## config.mk

```make
export PLATFORM = sky130hd
export DESIGN_NAME = scsst_top
export DESIGN_NICKNAME = d
export VERILOG_FILES = /design/src/rtl/scsst_pkg.sv /design/src/rtl/scsst_fifo_if.sv /design/src/rtl/scsst_fifo.sv /design/src/rtl/scsst_top.sv
export SDC_FILE = /design/constraint.sdc
export NUM_CORES = 1
export LEC_CHECK = 0
export BUFFER_PORTS_ARGS = -buffer_cell sky130_fd_sc_hd__buf_2
export CORE_MARGIN = 2
export CORE_UTILIZATION = 60
export CTS_CLUSTER_DIAMETER = 80
export DETAILED_ROUTE_END_ITERATION = 16
export PLACE_DENSITY = 0.81
export SLEW_MARGIN = 20
export SYNTH_ARGS = -nofsm -noshare
export SYNTH_HDL_FRONTEND = slang
export SYNTH_SLANG_ARGS = --single-unit
```

## constraint.sdc

```tcl
create_clock -name mclk -period 9.05 [get_ports mclk]
set_input_delay 0.905 -clock mclk [delete_from_list [all_inputs] [get_ports mclk]]
set_output_delay 0.905 -clock mclk [all_outputs]
set_load 0.05 [all_outputs]
```

## src/rtl/scsst_pkg.sv

```systemverilog
// Shared constants for the SPI chip-select, status and transmit block.
// Assumes a single system clock; no imports, users write scsst_pkg::name.
package scsst_pkg;

  // ----------------------------------------------------------------
  // Register indices on the system bus
  // ----------------------------------------------------------------
  localparam logic [3:0] REG_CTRL0 = 4'h0; // control_reg_0
  localparam logic [3:0] REG_CTRL1 = 4'h1; // control_reg_1
  localparam logic [3:0] REG_CTRL2 = 4'h2; // control_reg_2
  localparam logic [3:0] REG_CSEL = 4'h3; // slave_select_lines
  localparam logic [3:0] REG_STATUS = 4'h4; // port_status_flags
  localparam logic [3:0] REG_TXD = 4'h5; // transmit_byte
  localparam logic [3:0] REG_RXD = 4'h6; // receive_byte

  // ----------------------------------------------------------------
  // Field positions
  // ----------------------------------------------------------------
  localparam int CR2_MASTER_EN = 7; // master_enable
  localparam int CR2_CPOL = 2; // Clock polarity
  localparam int CR2_CPHA = 1; // Clock phase
  localparam int CR2_LSB_FIRST = 0; // lsb_first
  localparam int ST_ACTIVE = 7; // transfer_active
  localparam int ST_BUSY = 6; // Sequence busy
  localparam int ST_TX_READY = 4; // tx_ready_flag
  localparam int ST_RX_READY = 3; // rx_ready_flag
  localparam int ST_TX_OVERRUN = 2; // tx_overrun_flag
  localparam int ST_RX_OVERRUN = 1; // rx_overrun_flag
  localparam int ST_MODE_FAULT = 0; // mode_fault_flag
  localparam int CSEL_BITS = 4; // Select lines held

  // ----------------------------------------------------------------
  // Reset values and counts
  // ----------------------------------------------------------------
  localparam logic [7:0] CSEL_RESET = 8'h00;
  localparam logic [7:0] CTRL_RESET = 8'h00;
  localparam logic [7:0] TX_IDLE_BYTE = 8'hFF; // Sent by a slave when nothing is queued
  localparam int SCK_HALF_CYC = 8; // System cycles per half serial clock
  localparam int BYTE_BITS = 8;
  localparam int TX_FIFO_DEPTH = 8;
  localparam logic [2:0] LAST_BIT = 3'h7;

  // Engine states, one-hot
  typedef enum logic [2:0] {
    ST_IDLE = 3'b001,
    ST_SHIFT = 3'b010,
    ST_LAST = 3'b100
  } scsst_state_t;

endpackage : scsst_pkg

```

## src/rtl/scsst_fifo_if.sv

```systemverilog
// Valid/ready carrier between the transmit queue and the shift engine.
// Assumes both ends run on the same system clock.
`timescale 1ns/1ps
interface scsst_fifo_if #(
  parameter int WIDTH = 8
);
  logic inValid; // Producer offers a word
  logic inReady; // Queue can take a word
  logic [WIDTH-1:0] inData;
  logic outValid; // Queue holds a word
  logic outReady; // Consumer takes the word
  logic [WIDTH-1:0] outData;

  modport fifo (input inValid, inData, outReady, output inReady, outValid, outData);
  modport user (output inValid, inData, outReady, input inReady, outValid, outData);
endinterface : scsst_fifo_if

```

## src/rtl/scsst_fifo.sv

```systemverilog
// Small synchronous FIFO holding queued transmit bytes.
// Assumes one clock and a synchronous active-high reset.
`timescale 1ns/1ps
module scsst_fifo #(
  parameter int WIDTH = 8,
  parameter int DEPTH = 8
) (
  // Clock and reset
  input wire logic mclk,
  input wire logic rst,
  // Queue ports
  scsst_fifo_if.fifo q
);
  localparam int AW = $clog2(DEPTH);

  logic [WIDTH-1:0] mem [DEPTH]; // Storage
  logic [AW-1:0] wrPtr_r; // Next write slot
  logic [AW-1:0] rdPtr_r; // Oldest word
  logic [AW:0] count_r; // Words held
  logic push;
  logic pop;

  // Honest flags from the count
  assign q.inReady = (count_r != (AW+1)'(DEPTH));
  assign q.outValid = (count_r != '0);
  assign q.outData = mem[rdPtr_r];
  assign push = q.inValid && q.inReady;
  assign pop = q.outValid && q.outReady;

  // ------------------------------------------------------------
  // Storage write, no reset needed for data
  // ------------------------------------------------------------
  always_ff @(posedge mclk) begin
    if (push) begin
      mem[wrPtr_r] <= q.inData;
    end
  end

  // ------------------------------------------------------------
  // Pointers and occupancy
  // ------------------------------------------------------------
  always_ff @(posedge mclk) begin
    if (rst) begin
      wrPtr_r <= '0;
      rdPtr_r <= '0;
      count_r <= '0;
    end else begin
      if (push) begin
        wrPtr_r <= (wrPtr_r == AW'(DEPTH-1)) ? '0 : wrPtr_r + 1'b1;
      end
      if (pop) begin
        rdPtr_r <= (rdPtr_r == AW'(DEPTH-1)) ? '0 : rdPtr_r + 1'b1;
      end
      // Simultaneous push and pop keep the count
      if (push && !pop) begin
        count_r <= count_r + 1'b1;
      end else if (pop && !push) begin
        count_r <= count_r - 1'b1;
      end
    end
  end
endmodule : scsst_fifo

```

## src/rtl/scsst_top.sv

```systemverilog
// SPI port: chip-select register, status flags, transmit queue and
// a compact master/slave byte shifter behind a simple system bus.
// Assumes the bus master holds each strobe for one mclk cycle; serial
// pins are asynchronous and are synchronised here.
//
// What this block does
// - Four active-low selects follow select register bits in master mode
// - Select 0 dedicated pin, 1-3 routable outputs
// - Select register write also resets serial core
// - Transmit ready while empty, cleared by write
// - Receive ready while byte held, cleared by read
// - Transmit overrun flag set once detected
// - Receive overrun when unread byte is replaced
// - Mode fault on select low in master
// - Any control register write clears mode fault
// - Five status flags can request interrupts
// - Transmit byte order follows lsb-first setting
// - Select register readable, upper bits read zero
// - Lsb-first zero sends msb first
`timescale 1ns/1ps
module scsst_top #(
  parameter int SCK_HALF = scsst_pkg::SCK_HALF_CYC,
  parameter int TX_DEPTH = scsst_pkg::TX_FIFO_DEPTH
) (
  // Clock and reset
  input wire logic mclk,
  input wire logic rst,
  // System bus
  input wire logic [3:0] sbAddr,
  input wire logic sbWrEn,
  input wire logic sbRdEn,
  input wire logic [7:0] sbWrData,
  output logic [7:0] sbRdData,
  output logic sbRdValid,
  // Serial clock pin
  input wire logic sckIn,
  output logic sckOut,
  output logic sckOe,
  // Serial data pins
  input wire logic mosiIn,
  output logic mosiOut,
  output logic mosiOe,
  input wire logic misoIn,
  output logic misoOut,
  output logic misoOe,
  // Select pins
  input wire logic slaveSelIn,
  output logic selectLine0,
  output logic [2:0] selectLines13,
  // Interrupt requests per status flag
  output logic [4:0] intReq
);

  // ----------------------------------------------------------------
  // Bus decode
  // ----------------------------------------------------------------
  logic wrCtrl0;
  logic wrCtrl1;
  logic wrCtrl2;
  logic wrCsel;
  logic wrTxd;
  logic rdRxd;
  logic coreRst; // Reset of the serial engine and queue

  assign wrCtrl0 = sbWrEn && (sbAddr == scsst_pkg::REG_CTRL0);
  assign wrCtrl1 = sbWrEn && (sbAddr == scsst_pkg::REG_CTRL1);
  assign wrCtrl2 = sbWrEn && (sbAddr == scsst_pkg::REG_CTRL2);
  assign wrCsel = sbWrEn && (sbAddr == scsst_pkg::REG_CSEL);
  assign wrTxd = sbWrEn && (sbAddr == scsst_pkg::REG_TXD);
  assign rdRxd = sbRdEn && (sbAddr == scsst_pkg::REG_RXD);
  assign coreRst = rst || wrCsel;

  // ----------------------------------------------------------------
  // Software registers
  // ----------------------------------------------------------------
  logic [7:0] ctrl0_r; // Stored only, write clears fault
  logic [7:0] ctrl1_r; // Stored only, write clears fault
  logic [7:0] ctrl2_r; // Mode bits
  logic [3:0] csel_r; // Select pattern
  logic masterEn;
  logic cpol;
  logic cpha;
  logic lsbFirst;

  assign masterEn = ctrl2_r[scsst_pkg::CR2_MASTER_EN];
  assign cpol = ctrl2_r[scsst_pkg::CR2_CPOL];
  assign cpha = ctrl2_r[scsst_pkg::CR2_CPHA];
  assign lsbFirst = ctrl2_r[scsst_pkg::CR2_LSB_FIRST];

  // Control registers
  always_ff @(posedge mclk) begin
    if (rst) begin
      ctrl0_r <= scsst_pkg::CTRL_RESET;
      ctrl1_r <= scsst_pkg::CTRL_RESET;
      ctrl2_r <= scsst_pkg::CTRL_RESET;
    end else begin
      if (wrCtrl0) begin
        ctrl0_r <= sbWrData;
      end
      if (wrCtrl1) begin
        ctrl1_r <= sbWrData;
      end
      if (wrCtrl2) begin
        ctrl2_r <= sbWrData;
      end
    end
  end

  // Select register; only the low four bits are storage
  always_ff @(posedge mclk) begin
    if (rst) begin
      csel_r <= scsst_pkg::CSEL_RESET[3:0];
    end else if (wrCsel) begin
      csel_r <= sbWrData[3:0];
    end
  end

  // ----------------------------------------------------------------
  // Pin synchronisers: three stages, a change counts when 2 and 3 agree
  // ----------------------------------------------------------------
  logic [2:0] sckSync_r;
  logic [2:0] mosiSync_r;
  logic [2:0] misoSync_r;
  logic [2:0] ssSync_r;
  logic sckStable_r; // Filtered serial clock
  logic mosiStable_r;
  logic misoStable_r;
  logic ssStable_r; // Filtered select, low = selected

  always_ff @(posedge mclk) begin
    if (rst) begin
      sckSync_r <= 3'h0;
      mosiSync_r <= 3'h0;
      misoSync_r <= 3'h0;
      ssSync_r <= 3'h7;
    end else begin
      sckSync_r <= {sckSync_r[1:0], sckIn};
      mosiSync_r <= {mosiSync_r[1:0], mosiIn};
      misoSync_r <= {misoSync_r[1:0], misoIn};
      ssSync_r <= {ssSync_r[1:0], slaveSelIn};
    end
  end

  // Accept a level only once stages two and three agree
  always_ff @(posedge mclk) begin
    if (rst) begin
      sckStable_r <= 1'b0;
      mosiStable_r <= 1'b0;
      misoStable_r <= 1'b0;
      ssStable_r <= 1'b1;
    end else begin
      if (sckSync_r[1] == sckSync_r[2]) begin
        sckStable_r <= sckSync_r[2];
      end
      if (mosiSync_r[1] == mosiSync_r[2]) begin
        mosiStable_r <= mosiSync_r[2];
      end
      if (misoSync_r[1] == misoSync_r[2]) begin
        misoStable_r <= misoSync_r[2];
      end
      if (ssSync_r[1] == ssSync_r[2]) begin
        ssStable_r <= ssSync_r[2];
      end
    end
  end

  // Edge detection on the filtered clock
  logic sckPrev_r;
  logic ssPrev_r;
  always_ff @(posedge mclk) begin
    if (rst) begin
      sckPrev_r <= 1'b0;
      ssPrev_r <= 1'b1;
    end else begin
      sckPrev_r <= sckStable_r;
      ssPrev_r <= ssStable_r;
    end
  end

  // ----------------------------------------------------------------
  // Transmit queue
  // ----------------------------------------------------------------
  scsst_fifo_if #(.WIDTH(scsst_pkg::BYTE_BITS)) txq ();

  scsst_fifo #(
    .WIDTH(scsst_pkg::BYTE_BITS),
    .DEPTH(TX_DEPTH)
  ) i_scsst_fifo (
    .mclk(mclk),
    .rst(coreRst),
    .q(txq.fifo)
  );

  // Host writes feed the queue; a full queue refuses the byte
  assign txq.inValid = wrTxd;
  assign txq.inData = sbWrData;

  // ----------------------------------------------------------------
  // Serial event generation
  // ----------------------------------------------------------------
  scsst_pkg::scsst_state_t state_r;
  logic [$clog2(SCK_HALF)-1:0] divCnt_r; // Half-period divider
  logic halfTick; // One-cycle enable per half period
  logic phase_r; // Master clock is in its active half
  logic slaveActive;
  logic sckLead;
  logic sckTrail;
  logic sampleEv;
  logic driveEv;
  logic sdiBit;

  assign halfTick = masterEn && (state_r != scsst_pkg::ST_IDLE) &&
                    (divCnt_r == ($clog2(SCK_HALF))'(SCK_HALF - 1));
  assign slaveActive = !masterEn && !ssStable_r;
  // Leading edge moves the clock away from its idle level
  always_comb begin
    if (masterEn) begin
      sckLead = halfTick && !phase_r;
      sckTrail = halfTick && phase_r;
    end else begin
      sckLead = slaveActive && (sckStable_r != sckPrev_r) && (sckStable_r != cpol);
      sckTrail = slaveActive && (sckStable_r != sckPrev_r) && (sckStable_r == cpol);
    end
  end
  assign sampleEv = cpha ? sckTrail : sckLead;
  assign driveEv = cpha ? sckLead : sckTrail;
  assign sdiBit = masterEn ? misoStable_r : mosiStable_r;

  // Divider runs whenever the engine is not idle, in either mode
  always_ff @(posedge mclk) begin
    if (coreRst || state_r == scsst_pkg::ST_IDLE || halfTick) begin
      divCnt_r <= '0;
    end else begin
      divCnt_r <= divCnt_r + 1'b1;
    end
  end

  // ----------------------------------------------------------------
  // Shift engine
  // ----------------------------------------------------------------
  logic [7:0] txShift_r;
  logic [7:0] rxShift_r;
  logic [7:0] rxShift_nxt;
  logic [2:0] bitCnt_r;
  logic firstDrive_r; // Skip the shift on the first drive edge
  logic masterStart;
  logic slaveStart;
  logic slaveReload;
  logic loadByte;
  logic byteDone;
  logic [7:0] nextTx;

  assign masterStart = masterEn && (state_r == scsst_pkg::ST_IDLE) && txq.outValid;
  assign slaveStart = slaveActive && ssPrev_r && (state_r == scsst_pkg::ST_IDLE);
  assign slaveReload = !masterEn && (state_r == scsst_pkg::ST_SHIFT) && driveEv &&
                       !firstDrive_r && (bitCnt_r == 3'h0);
  assign loadByte = masterStart || slaveStart || slaveReload;
  assign txq.outReady = loadByte; // Pop only when the shifter takes a byte
  // Empty queue in slave mode sends an idle byte
  assign nextTx = txq.outValid ? txq.outData : scsst_pkg::TX_IDLE_BYTE;
  assign byteDone = sampleEv && (state_r == scsst_pkg::ST_SHIFT) &&
                    (bitCnt_r == scsst_pkg::LAST_BIT);
  // Received bit enters from the side matching the wire order
  assign rxShift_nxt = lsbFirst ? {sdiBit, rxShift_r[7:1]} : {rxShift_r[6:0], sdiBit};

  // Engine state
  always_ff @(posedge mclk) begin
    if (coreRst) begin
      state_r <= scsst_pkg::ST_IDLE;
    end else begin
      unique case (state_r)
        scsst_pkg::ST_IDLE: begin
          if (masterStart || slaveStart) begin
            state_r <= scsst_pkg::ST_SHIFT;
          end
        end
        scsst_pkg::ST_SHIFT: begin
          if (!masterEn && ssStable_r) begin
            // Deselect ends a slave sequence at once
            state_r <= scsst_pkg::ST_IDLE;
          end else if (masterEn && byteDone) begin
            // Phase 1 samples on the closing edge, so the byte is done
            state_r <= cpha ? scsst_pkg::ST_IDLE : scsst_pkg::ST_LAST;
          end
        end
        scsst_pkg::ST_LAST: begin
          // Wait for the closing clock edge before the next byte
          if (sckTrail) begin
            state_r <= scsst_pkg::ST_IDLE;
          end
        end
      endcase
    end
  end

  // Master clock phase
  always_ff @(posedge mclk) begin
    if (coreRst || state_r == scsst_pkg::ST_IDLE) begin
      phase_r <= 1'b0;
    end else if (halfTick) begin
      phase_r <= !phase_r;
    end
  end

  // Transmit shifter
  always_ff @(posedge mclk) begin
    if (coreRst) begin
      txShift_r <= scsst_pkg::TX_IDLE_BYTE;
      firstDrive_r <= 1'b0;
    end else if (loadByte) begin
      txShift_r <= nextTx;
      firstDrive_r <= cpha && !slaveReload;
    end else if (driveEv && state_r == scsst_pkg::ST_SHIFT) begin
      if (firstDrive_r) begin
        firstDrive_r <= 1'b0;
      end else if (bitCnt_r != 3'h0) begin
        // Shift toward the bit that leaves next
        txShift_r <= lsbFirst ? {1'b1, txShift_r[7:1]} : {txShift_r[6:0], 1'b1};
      end
    end
  end

  // Receive shifter and bit count
  always_ff @(posedge mclk) begin
    if (coreRst || masterStart || slaveStart) begin
      rxShift_r <= 8'h00;
      bitCnt_r <= 3'h0;
    end else if (sampleEv && state_r == scsst_pkg::ST_SHIFT) begin
      rxShift_r <= rxShift_nxt;
      bitCnt_r <= bitCnt_r + 1'b1;
    end
  end

  // ----------------------------------------------------------------
  // Receive register and status flags
  // ----------------------------------------------------------------
  logic [7:0] rxData_r;
  logic rxReady_r;
  logic rxOverrun_r;
  logic txOverrun_r;
  logic modeFault_r;
  logic txReady;
  logic xferActive;
  logic busy;
  logic [7:0] status;

  // Captured byte replaces any unread one
  always_ff @(posedge mclk) begin
    if (rst) begin
      rxData_r <= 8'h00;
    end else if (byteDone) begin
      rxData_r <= rxShift_nxt;
    end
  end

  // Sticky flags; a setting event wins over its clear
  always_ff @(posedge mclk) begin
    if (rst) begin
      rxReady_r <= 1'b0;
      rxOverrun_r <= 1'b0;
      txOverrun_r <= 1'b0;
      modeFault_r <= 1'b0;
    end else begin
      if (byteDone) begin
        rxReady_r <= 1'b1;
      end else if (rdRxd) begin
        rxReady_r <= 1'b0;
      end
      if (byteDone && rxReady_r && !rdRxd) begin
        rxOverrun_r <= 1'b1;
      end
      // Byte refused by a full queue is a transmit overrun
      if (wrTxd && !txq.inReady) begin
        txOverrun_r <= 1'b1;
      end else if (wrCsel) begin
        txOverrun_r <= 1'b0;
      end
      if (masterEn && !ssStable_r) begin
        modeFault_r <= 1'b1;
      end else if (wrCtrl0 || wrCtrl1 || wrCtrl2) begin
        modeFault_r <= 1'b0;
      end
    end
  end

  // Empty queue means the transmit register is free
  assign txReady = !txq.outValid;
  assign xferActive = (state_r != scsst_pkg::ST_IDLE);
  assign busy = xferActive || (masterEn ? txq.outValid : !ssStable_r);
  always_comb begin
    status = 8'h00;
    status[scsst_pkg::ST_ACTIVE] = xferActive;
    status[scsst_pkg::ST_BUSY] = busy;
    status[scsst_pkg::ST_TX_READY] = txReady;
    status[scsst_pkg::ST_RX_READY] = rxReady_r;
    status[scsst_pkg::ST_TX_OVERRUN] = txOverrun_r;
    status[scsst_pkg::ST_RX_OVERRUN] = rxOverrun_r;
    status[scsst_pkg::ST_MODE_FAULT] = modeFault_r;
  end

  // ----------------------------------------------------------------
  // Read path: registered data one cycle after the strobe
  // ----------------------------------------------------------------
  always_ff @(posedge mclk) begin
    if (rst) begin
      sbRdData <= 8'h00;
      sbRdValid <= 1'b0;
    end else begin
      sbRdValid <= sbRdEn;
      if (sbRdEn) begin
        unique case (sbAddr)
          scsst_pkg::REG_CTRL0: sbRdData <= ctrl0_r;
          scsst_pkg::REG_CTRL1: sbRdData <= ctrl1_r;
          scsst_pkg::REG_CTRL2: sbRdData <= ctrl2_r;
          scsst_pkg::REG_CSEL: sbRdData <= {4'h0, csel_r};
          scsst_pkg::REG_STATUS: sbRdData <= status;
          scsst_pkg::REG_RXD: sbRdData <= rxData_r;
          // Transmit register is write-only; unmapped reads give zero
          default: sbRdData <= 8'h00;
        endcase
      end
    end
  end

  // ----------------------------------------------------------------
  // Pin drivers, all registered
  // ----------------------------------------------------------------
  logic txBit;
  // Bit 0 leaves first only with lsb-first set
  assign txBit = lsbFirst ? txShift_r[0] : txShift_r[7];

  always_ff @(posedge mclk) begin
    if (rst) begin
      sckOut <= 1'b0;
      sckOe <= 1'b0;
      mosiOut <= 1'b1;
      mosiOe <= 1'b0;
      misoOut <= 1'b1;
      misoOe <= 1'b0;
    end else begin
      // Master owns clock and data-out; idle clock sits at polarity level
      sckOut <= cpol ^ phase_r;
      sckOe <= masterEn;
      mosiOut <= txBit;
      mosiOe <= masterEn;
      // Slave answers only while selected; host must queue early
      misoOut <= txBit;
      misoOe <= slaveActive;
    end
  end

  // Selects follow the register in master mode, otherwise released high
  always_ff @(posedge mclk) begin
    if (rst) begin
      selectLine0 <= 1'b1;
      selectLines13 <= 3'h7;
    end else begin
      selectLine0 <= masterEn ? csel_r[0] : 1'b1;
      selectLines13 <= masterEn ? csel_r[3:1] : 3'h7;
    end
  end

  // Interrupt request levels mirror the flags
  always_ff @(posedge mclk) begin
    if (rst) begin
      intReq <= 5'h00;
    end else begin
      intReq <= {txReady, rxReady_r, txOverrun_r, rxOverrun_r, modeFault_r};
    end
  end

endmodule : scsst_top

```

==> results list, run 1 <==
- Outcome: finished clean
- Once placement finished, the instance area stood at 0.008108 mm^2.
* Register-to-register setup slack: 5420 ps
* Initial core utilization: 61.81%
- Of the cells placed in the final design, the portion with a size suffix greater than 1 is 19.01%.
* Vias per inst: 6.169
- In the routed design, unresolved DRC markers number 0.
* CTS Sinks: 184
- The congestion estimate from routability-driven global placement came to 0.8743.
- Number of flops mapped to enable cells by yosys: 64
* Most common cell in the netlist: dfxtp_1
- The total count of hold-check failures in the final report is 0.
- Number of global-route vias before repair: 5198
* Final total negative setup slack: 0 ps
* Power Total: 1.597 mW
- Relative to the synthesized area, the layout overhead comes to 10.07%.
* Worst Min Path Start: ssSync_r[0]$_SDFF_PP1_
- The number of slew-limit violations in the final report came to 0.
- After synthesis the cells add up to 0.007864 mm^2.
- Data on the critical path arrives at its endpoint at 3990 ps.
- Counting the buffers created by CTS gives 17.
- Count of state elements after synthesis: 184
- Largest vdd supply drop: 0.0001838 V
* Reg2reg end: i_scsst_fifo.count_r[3]$_SDFFE_PP0P_
* Largest delay contributor family on the critical path: compound AO/OA/AOI/OAI gates
* Total overflow reported by the global router: 0
- Comb power frac: 4.2%
- DP HPWL: 11490 um
* Cell area after layout: 0.008656 mm^2
- Share of power burned in the clock network: 41.5%
- Setup repair after global routing left no endpoint under its margin.
* PostCTS Resize Cnt: 0
- Combined buffer and inverter count along the critical path: 1
* Core box area: 0.01272 mm^2
- Top-area cell type share of the netlist area: 30.55%
* I/O Buffers: 43
* Number of H-tree levels: 4
- Among all flip-flop cells after synthesis, the most frequent one is dfxtp_1.
- Routed wire length: 16790 um
- FF-to-FF Start: state_r[1]$_SDFFE_PP0P_
- Library cell contributing the largest single delay on the critical path: or3b_1
* Maximum number of pins on one net before global-route repair: 75
- The initialized floorplan defines 41 standard-cell rows.
- Fraction of synthesis flops using an asynchronous set or reset pin: 0%
- Remaining number of nets flagged by the antenna check after routing: 0
- Of all cell types, the one taking the most synthesized area is dfxtp_1.
- Capture endpoint of the worst hold path: ssSync_r[1]$_SDFF_PP1_
- Clock latency of the later-clocked register in the worst-skew pair: 430 ps
* Largest buffer count on any clock path: 2
* Sequential-to-total area share from yosys stat: 54.99%
* Static power due to leakage: 3.032 nW
* Worst slew margin relative to its limit: 35.78%
- In this run the horizontal extent of the chip is 118.5 um.
* Antenna violations before repair: 0
- The floorplan step set the die height to 118.5 um.
- Gate count after technology mapping: 678
- The worst setup path is captured at a flop.
* Number of violations of the max-capacitance limit: 0
- Final setup skew: 8.478 ps
- Cell at the root of the clock tree: clkbuf_16
- Wire length of the first global-routing pass: 26850 um
* Hold WS: 409.3 ps
* Via total after detailed routing: 5441
- Req. time, crit path: 9410 ps
* Number of warnings printed during yosys synthesis: 0
* Ratio of final minimum period to clock period: 40.15%
- In this run the count of I/O pins placed on the die edge is 44.
- Unique masters post-synth: 75
- DRC marker count from the first detailed-route iteration: 576
* Routed wire per std cell: 19.04 um
- Highest cell delay on the worst timing path: 570 ps
- The critical path is of the flop to flop type.
- Of all nets on the critical path, the largest fanout is 12.
- Number of nets produced by synthesis: 711
- Worst-path cell chain: or3b_1 -> nor3_1 -> o21a_1 -> o21ai_0 -> ha_1 -> inv_1 -> ha_1 -> a21o_2 -> a21oi_1 -> xnor2_1 -> or3_1 -> a21oi_1
- Area of the die: 0.01404 mm^2
- Setup violations remaining at the end of the flow were counted as 0.
* Switching Power: 0.3467 mW
- Hold buffer count at cts: 0
- Buffers added to address setup during post-CTS repair amount to 0.
- Of the total power, registers draw 54.3%.
- The path class of the tightest hold or removal check is flop to flop.
- TritonCTS built the clock tree.
- The routed design could run at a clock period as short as 3634 ps.
* Worst R2R Path Depth: 12
* Max Fclk: 0.2752 GHz
- The worst setup path is launched from a flop.
- # nets final: 731
- Worst-path clk slew: 60 ps
* Leading cell types by count after synthesis: 120 x dfxtp_1, 64 x edfxtp_1, 44 x nor2_1
- Number of inserted diodes: 0
* Pwr/cell area: 184.5 mW/mm^2
- Switching Fraction: 21.71%
- Worst Hold Depth: 1
- The internal portion of the total power is 1.250 mW.
- Avg Synthesized Cell Area: 11.60 um^2
- In the post-synthesis netlist, the biggest area contributors are dfxtp_1 31%, edfxtp_1 24%, mux2i_1 5.0%, mux4_2 4.6%, a21oi_1 2.4%.
* Total global routing track utilization: 24.58%
- The pre-antenna-repair detailed-routing pass consisted of 6 iterations.
* Actual slew at the worst max-slew pin: 949.9 ps
[worst max path at each step]
stage | slack [ps] | cells after the start | startpoint | to
3_5_place_dp | 5210 | 13 | sbAddr[0] | i_scsst_fifo.count_r[3]$_SDFFE_PP0P_
5_1_grt | 5130 | 12 | state_r[1]$_SDFFE_PP0P_ | i_scsst_fifo.count_r[3]$_SDFFE_PP0P_
4_1_cts | 5440 | 12 | state_r[1]$_SDFFE_PP0P_ | i_scsst_fifo.count_r[3]$_SDFFE_PP0P_
2_1_floorplan | 5580 | 14 | sbAddr[0] | i_scsst_fifo.count_r[3]$_SDFFE_PP0P_
6_report | 5420 | 12 | state_r[1]$_SDFFE_PP0P_ | i_scsst_fifo.count_r[3]$_SDFFE_PP0P_
3_3_place_gp | 5330 | 13 | sbAddr[0] | i_scsst_fifo.count_r[3]$_SDFFE_PP0P_
[logic make-up after synthesis]
logic type,after synthesis,synth area share (%)
AO/OA/AOI/OAI,146,13.43
XOR/XNOR,7,0.7796
adder cells (fa/ha/maj),13,2.164
buffers and inverters,59,3.564
flip-flops,184,54.99
multiplexers,69,11.55
AND/OR/NAND/NOR,200,13.52
[stage by stage]
step,util [%],instances,setup WS (ps)
global route,68.04,882,5127
detailed placement,63.73,851,5205
finish,68.04,882,5416
global placement,63.72,851,5335
floorplan,-,678,5583
CTS,67.86,882,5440
[metal layers]
layer  up-vias  part of all wire, %  track usage (%)
met3        34                  6.2            5.068
met1      2624                   43            32.73
met5         -                    0                0
met4         0                  2.5            10.27
met2       220                   48            39.38
li1       2563                    -                -
[power by group through the flow]
stage                     clock network (mW)  registers [mW]  logic (mW)
final                                  0.662           0.868      0.0668
after global placement                     0           0.885      0.0630
after floorplan                            0           0.887      0.0424
after global routing                   0.703           0.868      0.0718
after detailed placement                   0           0.886      0.0650
after CTS                              0.670           0.868      0.0656
[sequential cells by signal, summed over array words and instances, names as in the netlist, 3 cells and up, named ones only]
name / count
ctrl1_r: 8
i_scsst_fifo.wrPtr_r: 3
sbRdData: 8
state_r: 3
ctrl0_r: 8
i_scsst_fifo.mem: 64
i_scsst_fifo.count_r: 4
rxData_r: 8
rxShift_r: 8
selectLines13: 3
ctrl2_r: 8
mosiSync_r: 3
intReq: 5
divCnt_r: 3
sckSync_r: 3
misoSync_r: 3
csel_r: 4
ssSync_r: 3
txShift_r: 8
i_scsst_fifo.rdPtr_r: 3
bitCnt_r: 3
[cells in the final DEF (no fill, tap or decap), types with 4 or more instances in the layout]
cell type and count:
ha_1 12, a211oi_1 15, nand2_1 40, or2_2 5, nor3_1 10, mux2i_1 39, buf_2 43, clkbuf_16 17
dfxtp_1 118, a22oi_1 13, a311oi_1 6, nand3_1 26, o311ai_1 7, edfxtp_1 64, o21ai_0 18, nor4b_1 4
nor3_2 4, nor2b_1 28, mux2_2 14, xnor2_1 6, a31oi_1 7, clkbuf_1 4, inv_1 10, a21oi_1 38
nand2b_1 14, mux4_2 16, o211ai_1 6, nor2_1 44, buf_4 6
[area by class of cell]
cell class,count,area (um^2)
sequential,184,4327
clock buffer,24,475.5
clock inverter,7,50.05
tap,172,215.2
multi-input combinational,435,3287
fill,947,4066
timing repair buffer,49,260.3
inverter,11,41.29
Note: power is estimated with default switching activity, not from simulation.
==> run 2, diff against run 1 <==
==> constraint.sdc (replaced) <==
create_clock -name mclk -period 3.37 [get_ports mclk]
set_input_delay 0.337 -clock mclk [delete_from_list [all_inputs] [get_ports mclk]]
set_output_delay 0.337 -clock mclk [all_outputs]
set_load 0.05 [all_outputs]
==> results list, run 2 (same netlist as run 1, synthesis figures left out) <==
- Req. time, crit path: 3740 ps (-5670 ps)
- Wire length of the first global-routing pass: 29190 um (+8.7%)
- Actual slew at the worst max-slew pin: 1020 ps (+70.25 ps)
- Ratio of final minimum period to clock period: 93.97% (+54 points)
* Cell at the root of the clock tree: clkbuf_16
* Worst hold path type: primary input to flop
- FF-to-FF Start: bitCnt_r[0]$_SDFFE_PP0P_
- The DRC marker count from the first detailed-route iteration was 474 (-18%).
- Final setup skew: 9.422 ps (+0.9444 ps)
- The highest clock frequency the design can meet came to 0.3158 GHz (+15%).
- Top reg by flops: i_scsst_fifo.mem
* CTS Sinks: 184 (unchanged)
- Largest buffer count on any clock path: 2 (unchanged)
- Total DRC errors in the routed layout: 0 (unchanged)
* Total global routing track utilization: 26.79% (+2.2 points)
- Data arrival time of the critical path: 3530 ps (-460 ps)
- In this run the most critical hold path is launched from slaveSelIn.
* Count of pins over their slew limit: 0 (unchanged)
- Worst slew margin relative to its limit: 31.03% (-4.7 points)
- Number of endpoints failing setup at the final stage: 0 (unchanged)
- The minimum period implied by the final worst setup slack came to 3167 ps (-467.0 ps).
* Non-filler instance count after layout: 901 (+2.2%)
- Worst setup path start: bitCnt_r[0]$_SDFFE_PP0P_
* Number of global-route vias before repair: 5546 (+6.7%)
- Pwr/cell area: 511.7 mW/mm^2 (+180%)
- The first-pass iteration count of the detailed router is 5 (-1).
* Power Total: 4.526 mW (+180%)
* Number of H-tree levels: 4 (unchanged)
- Remaining number of nets flagged by the antenna check after routing: 0 (unchanged)
* I/O Buffers: 43 (unchanged)
* Initial core utilization: 61.81% (unchanged)
- Worst R2R Path Depth: 14 (+2)
- The die outline width came to 118.5 um (unchanged).
* Number of buffers created by CTS: 17 (unchanged)
- The total global routing overflow came to 0 (unchanged).
- The boundary pin count came to 44 (unchanged).
* Standard-cell row count: 41 (unchanged)
- In the layout the commonest cells are 119 x dfxtp_1, 64 x edfxtp_1, 44 x nor2_1, 43 x buf_2, 40 x nand2_1.
* Max FO, Critical Path: 3 (-9)
- Crit Path Category: flop to flop
- The largest net degree at the start of global routing is 57 (-24%).
- The final net count came to 749 (+2.5%).
- The total count of hold-check failures in the final report was 0 (unchanged).
- The initial antenna violation count was 0 (unchanged).
* Clock tree from TritonCTS: done
- Outcome: finished clean
* Kind of start point of the critical path: flop
- Area of the die: 0.01404 mm^2 (unchanged)
* DP HPWL: 12010 um (+4.6%)
- Core box area: 0.01272 mm^2 (unchanged)
- The clock transition at the registers of the reported paths is 70 ps (about the same).
- Largest vdd supply drop: 0.0004913 V (+170%)
* Clock latency of the later-clocked register in the worst-skew pair: 430 ps (about the same)
- Number of flip-flops in the largest register: 64 (unchanged)
- Layout overhead on the synthesized area: 12.49%
* Via total after detailed routing: 5673 (+4.3%)
* Worst Hold Depth: 2 (+1)
- Number of violations of the max-capacitance limit: 0 (unchanged)
- Buffer count from post-CTS setup fixing: 0 (unchanged)
* CP endpoint kind: flop
- The number of vias per cell after detailed routing was 6.296 (+2.1%).
- The diode insertion count for antenna repair came to 0 (unchanged).
- Final GP Congestion: 0.9506 (+8.7%)
- The mean routed wirelength per cell was 19.93 um (+4.7%).
* Static power due to leakage: 3.158 nW (+4.1%)
- Hold buffer count at cts: 0 (unchanged)
* PostCTS Resize Cnt: 0 (unchanged)
* Most common cell after layout, fill and taps aside: dfxtp_1
- Share of cells above drive strength 1: 20.58% (+1.6 points)
- The y dimension of the die was 118.5 um (unchanged).
- The total wirelength of the detailed-routed design is 17960 um (+7.0%).
* Number of instances in the placed design: 869 (+2.1%)
## run 2: cell types whose count changed in the layout (fill, tap and decap cells not counted), sizes merged
cell | previous run | this run
buf | 49 | 67
inv | 11 | 12
clkbuf | 24 | 21
clkinv | 4 | 5
bufinv | 0 | 3
clkinvlp | 3 | 2
## run 2: power by group
part,switching (mW),total (mW),internal [mW]
clock network,0.818,2.01,1.19
logic,0.127,0.189,0.0624
registers,0.0166,2.33,2.31
## run 2: worst max-delay path: stages, from the launching register on
cell and delay [ps]:
dfxtp_1 330, inv_1 70, ha_1 160, or3b_2 470, nor3_2 170, o21a_1 180, o21ai_0 80, ha_1 230
inv_1 160, ha_1 270, a21o_2 210, a21oi_1 190, xnor2_1 110, or3_1 320, a21oi_1 150
## run 2: worst paths after layout
kind / slack (ps) / end
max reg2reg: 200 / i_scsst_fifo.count_r[3]$_SDFFE_PP0P_
min reg2reg: 420 / ssSync_r[1]$_SDFF_PP1_
min: 80 / ssSync_r[0]$_SDFF_PP1_
max: 200 / i_scsst_fifo.count_r[3]$_SDFFE_PP0P_
## run 2: metrics by stage
stage / setup TNS (ps) / utilization [%] / hold WS (ps) / area, um^2 / worst slack (ps)
finish: 0 / 69.53 / 84.76 / 8846 / 203.1
CTS: 0 / 69.48 / 70.26 / 8840 / 198.0
detailed placement: 0 / 64.78 / 409.7 / 8242 / 207.8
floorplan: 0 / - / 389.5 / 7864 / 300.6
global route: -8.431 / 69.53 / 80.36 / 8846 / -8.431
global placement: 0 / 64.78 / 403.5 / 8242 / 383.5
## run 2: area by class of cell
cell class | instances | area, um^2
sequential | 184 | 4325
multi-input combinational | 435 | 3271
fill | 916 | 3876
clock inverter | 11 | 147.6
tap | 172 | 215.2
inverter | 11 | 41.29
timing repair buffer | 67 | 395.4
clock buffer | 21 | 450.4
## run 2: per-layer routing
| metal | wire (um) | global-route usage (%) |
|---|---|---|
| met1 | 7203 | 35.81 |
| met2 | 8625 | 41.69 |
| met3 | 1507 | 6.564 |
| met4 | 625 | 11.76 |
| met5 | 0 | 0 |
==> run 3, diff against run 2 <==
==> constraint.sdc (replaced) <==
create_clock -name mclk -period 3.37 [get_ports mclk]
set_input_delay 0.8425 -clock mclk [delete_from_list [all_inputs] [get_ports mclk]]
set_output_delay 0.8425 -clock mclk [all_outputs]
set_load 0.05 [all_outputs]
==> results list, run 3 (same netlist as run 1, synthesis figures left out) <==
* Standard-cell row count: 41 (unchanged)
* Actual slew at the worst max-slew pin: 810.5 ps (-209.7 ps)
- The utilization after layout is 69.67% (+0.14 points).
- The count of non-filler cells in the finished layout was 905 (+0.44%).
* Number of flip-flops in the largest register: 64 (unchanged)
- Routed wire length: 17700 um (-1.4%)
* Area occupied by multi-input gates: 0.003281 mm^2 (+0.31%)
* Static power due to leakage: 3.177 nW (+0.59%)
- The critical path is of the flop to flop type.
- The maximum fanout count along the critical path was 3 (unchanged).
- The detailed placer's ending HPWL was 11970 um (-0.37%).
- Vias per inst: 6.259 (-0.60%)
- The logic depth of the worst register-to-register path is 14 (unchanged).
* Area of the die: 0.01404 mm^2 (unchanged)
- In this run the critical register-to-register path is launched from bitCnt_r[0]$_SDFFE_PP0P_.
- Setup repair after global routing left no endpoint under its margin.
* Final hold violation count: 0 (unchanged)
- Die boundary width: 118.5 um (unchanged)
- The total via count after detailed routing was 5664 (-0.16%).
* Wire length of the first global-routing pass: 28500 um (-2.3%)
- Ranked by flip-flop count, first place goes to i_scsst_fifo.mem.
- The path with the worst hold slack has its endpoint at ssSync_r[1]$_SDFF_PP1_.
- The number of buffers inserted by post-CTS setup repair was 0 (unchanged).
- Post-Place Setup Slack: 145.4 ps (-62.43 ps)
* Final total negative setup slack: 0 ps (unchanged)
- Worst-path clk slew: 70 ps (about the same)
- Chip height: 118.5 um (unchanged)
- TritonCTS built the clock tree.
- Number of global-route vias before repair: 5492 (-0.97%)
- Layout overhead on the synthesized area: 12.71%
- Final min period: 3155 ps (-12.03 ps)
* Ratio of final minimum period to clock period: 93.62% (-0.36 points)
- In this run the critical register-to-register path is captured at i_scsst_fifo.count_r[3]$_SDFFE_PP0P_.
* Data arrival time of the critical path: 3520 ps (about the same)
- The count of endpoints failing setup in the final report is 0 (unchanged).
- The boundary pin count is 44 (unchanged).
* Maximum number of pins on one net before global-route repair: 74 (+30%)
- The number of nets with antenna violations after detailed routing came to 0 (unchanged).
- Share of cells above drive strength 1: 21.83% (+1.3 points)
- Footprint of the flip-flops and latches: 0.004325 mm^2 (unchanged)
- Post-route worst setup slack: 215.2 ps (+12.03 ps)
* Worst hold path type: flop to flop
- The headroom to the max-slew limit was 45.55% (+15 points).
- Total global routing track utilization: 25.96% (-0.83 points)
- The number of buffers added on ports is 43 (unchanged).
- Outcome: finished clean
- The level count of the clock H-tree was 4 (unchanged).
- # nets final: 753 (+0.53%)
* DRC marker count from the first detailed-route iteration: 662 (+40%)
* Count of pins over their slew limit: 0 (unchanged)
- Routed wire per std cell: 19.56 um (-1.9%)
* Sum of routed wire segments on met1: 7679 um (+6.6%)
- Worst Min Path Start: ssSync_r[0]$_SDFF_PP1_
- The total global routing overflow was 0 (unchanged).
- The worst-case vdd ir drop came to 0.0004699 V (-4.3%).
- First-pass iteration count of the detailed router: 6 (+1)
- The critical path starts at bitCnt_r[0]$_SDFFE_PP0P_.
- Initial core utilization: 61.81% (unchanged)
- CTS Sinks: 184 (unchanged)
- The diode insertion count for antenna repair is 0 (unchanged).
- Highest-count cells in the layout ignoring fill and taps: 119 x dfxtp_1, 64 x edfxtp_1, 44 x nor2_1, 43 x buf_2, 40 x nand2_1
- The count of placed standard cells including taps was 873 (+0.46%).
- The data required time of the critical path was 3740 ps (about the same).
* Clock latency of the later-clocked register in the worst-skew pair: 440 ps (about the same)
- The number of fillers in the final layout is 928 (+1.3%).
- Core box area: 0.01272 mm^2 (unchanged)
- Max Fclk: 0.3170 GHz (+0.38%)
- Total DRC errors in the routed layout: 0 (unchanged)
- Cell at the root of the clock tree: clkbuf_16
- The routed length on met3 is 1117 um (-26%).
* Kind of start point of the critical path: flop
- Register-to-register setup slack: 220 ps (about the same)
* Final setup skew: 10.23 ps (+0.8068 ps)
- Antenna violations before repair: 0 (unchanged)
- The power per standard cell area came to 503.4 mW/mm^2 (-1.6%).
- The number of clock buffers inserted by TritonCTS was 17 (unchanged).
- In this run the top signal layer used is met4.
- The worst hold slack after final layout came to 418.5 ps (+333.7 ps).
- Worst Hold Depth: 1 (-1)
- The worst setup path is captured at a flop.
- The library cell used most frequently in the layout, excluding fill and tap cells, is dfxtp_1.
* Routed length on met2: 8510 um (-1.3%)
* Largest buffer count on any clock path: 2 (unchanged)
- Final GP Congestion: 0.8874 (-6.6%)
* Number of violations of the max-capacitance limit: 0 (unchanged)
## run 3: changes by cell type in the layout (fill, tap and decap cells not counted), sizes merged
cell | before | now
bufinv | 3 | 0
clkbuf | 21 | 17
inv | 12 | 20
clkinvlp | 2 | 1
buf | 67 | 71
## run 3: metal layers
layer  up-vias  global-route usage (%)
li1       2611                       -
met5         -                       0
met3        43                   5.357
met2       208                   41.18
met4         0                   10.42
met1      2802                   35.06
## run 3: final cells by class
cell class | count | area share [%]
multi-input combinational | 435 | 37.01
clock buffer | 17 | 4.800
timing repair buffer | 71 | 4.800
clock inverter | 15 | 1.694
tap | 172 | 2.428
sequential | 184 | 48.80
inverter | 11 | 0.4658
## run 3: worst max-delay path by stage
stage	to	cells after the start	slack, ps
floorplan	i_scsst_fifo.count_r[3]$_SDFFE_PP0P_	14	20
global placement	i_scsst_fifo.count_r[3]$_SDFFE_PP0P_	13	280
detailed placement	i_scsst_fifo.count_r[3]$_SDFFE_PP0P_	14	150
CTS	i_scsst_fifo.count_r[3]$_SDFFE_PP0P_	14	80
global route	i_scsst_fifo.count_r[3]$_SDFFE_PP0P_	14	40
finish	i_scsst_fifo.count_r[3]$_SDFFE_PP0P_	14	220
## run 3: critical path: stages, from the launching register on
cell	delay (ps)
dfxtp_1	330
inv_1	80
ha_1	150
or3b_2	480
nor3_2	170
o21a_1	190
o21ai_1	90
ha_1	240
inv_1	140
ha_1	250
a21o_2	210
a21oi_1	190
xnor2_1	120
or3_1	310
a21oi_1	130
## run 3: what timing repair did
action | in CTS | in global routing
endpoints found under the setup margin | 0 | 1
hold buffers | 0 | 0
gates resized for setup | 0 | 4
## run 3: through the flow
step                cell area, um^2  power [mW]
floorplan                      7866       2.496
global placement               8274       2.559
detailed placement             8274       2.564
CTS                            8850       4.475
global route                   8864       4.570
finish                         8864       4.461
## run 3: power breakdown
part | internal (mW) | total [mW] | switching [mW]
registers | 2.31 | 2.33 | 0.0157
logic | 0.0643 | 0.190 | 0.126
clock network | 0.990 | 1.94 | 0.955
total | 3.36 | 4.46 | 1.10
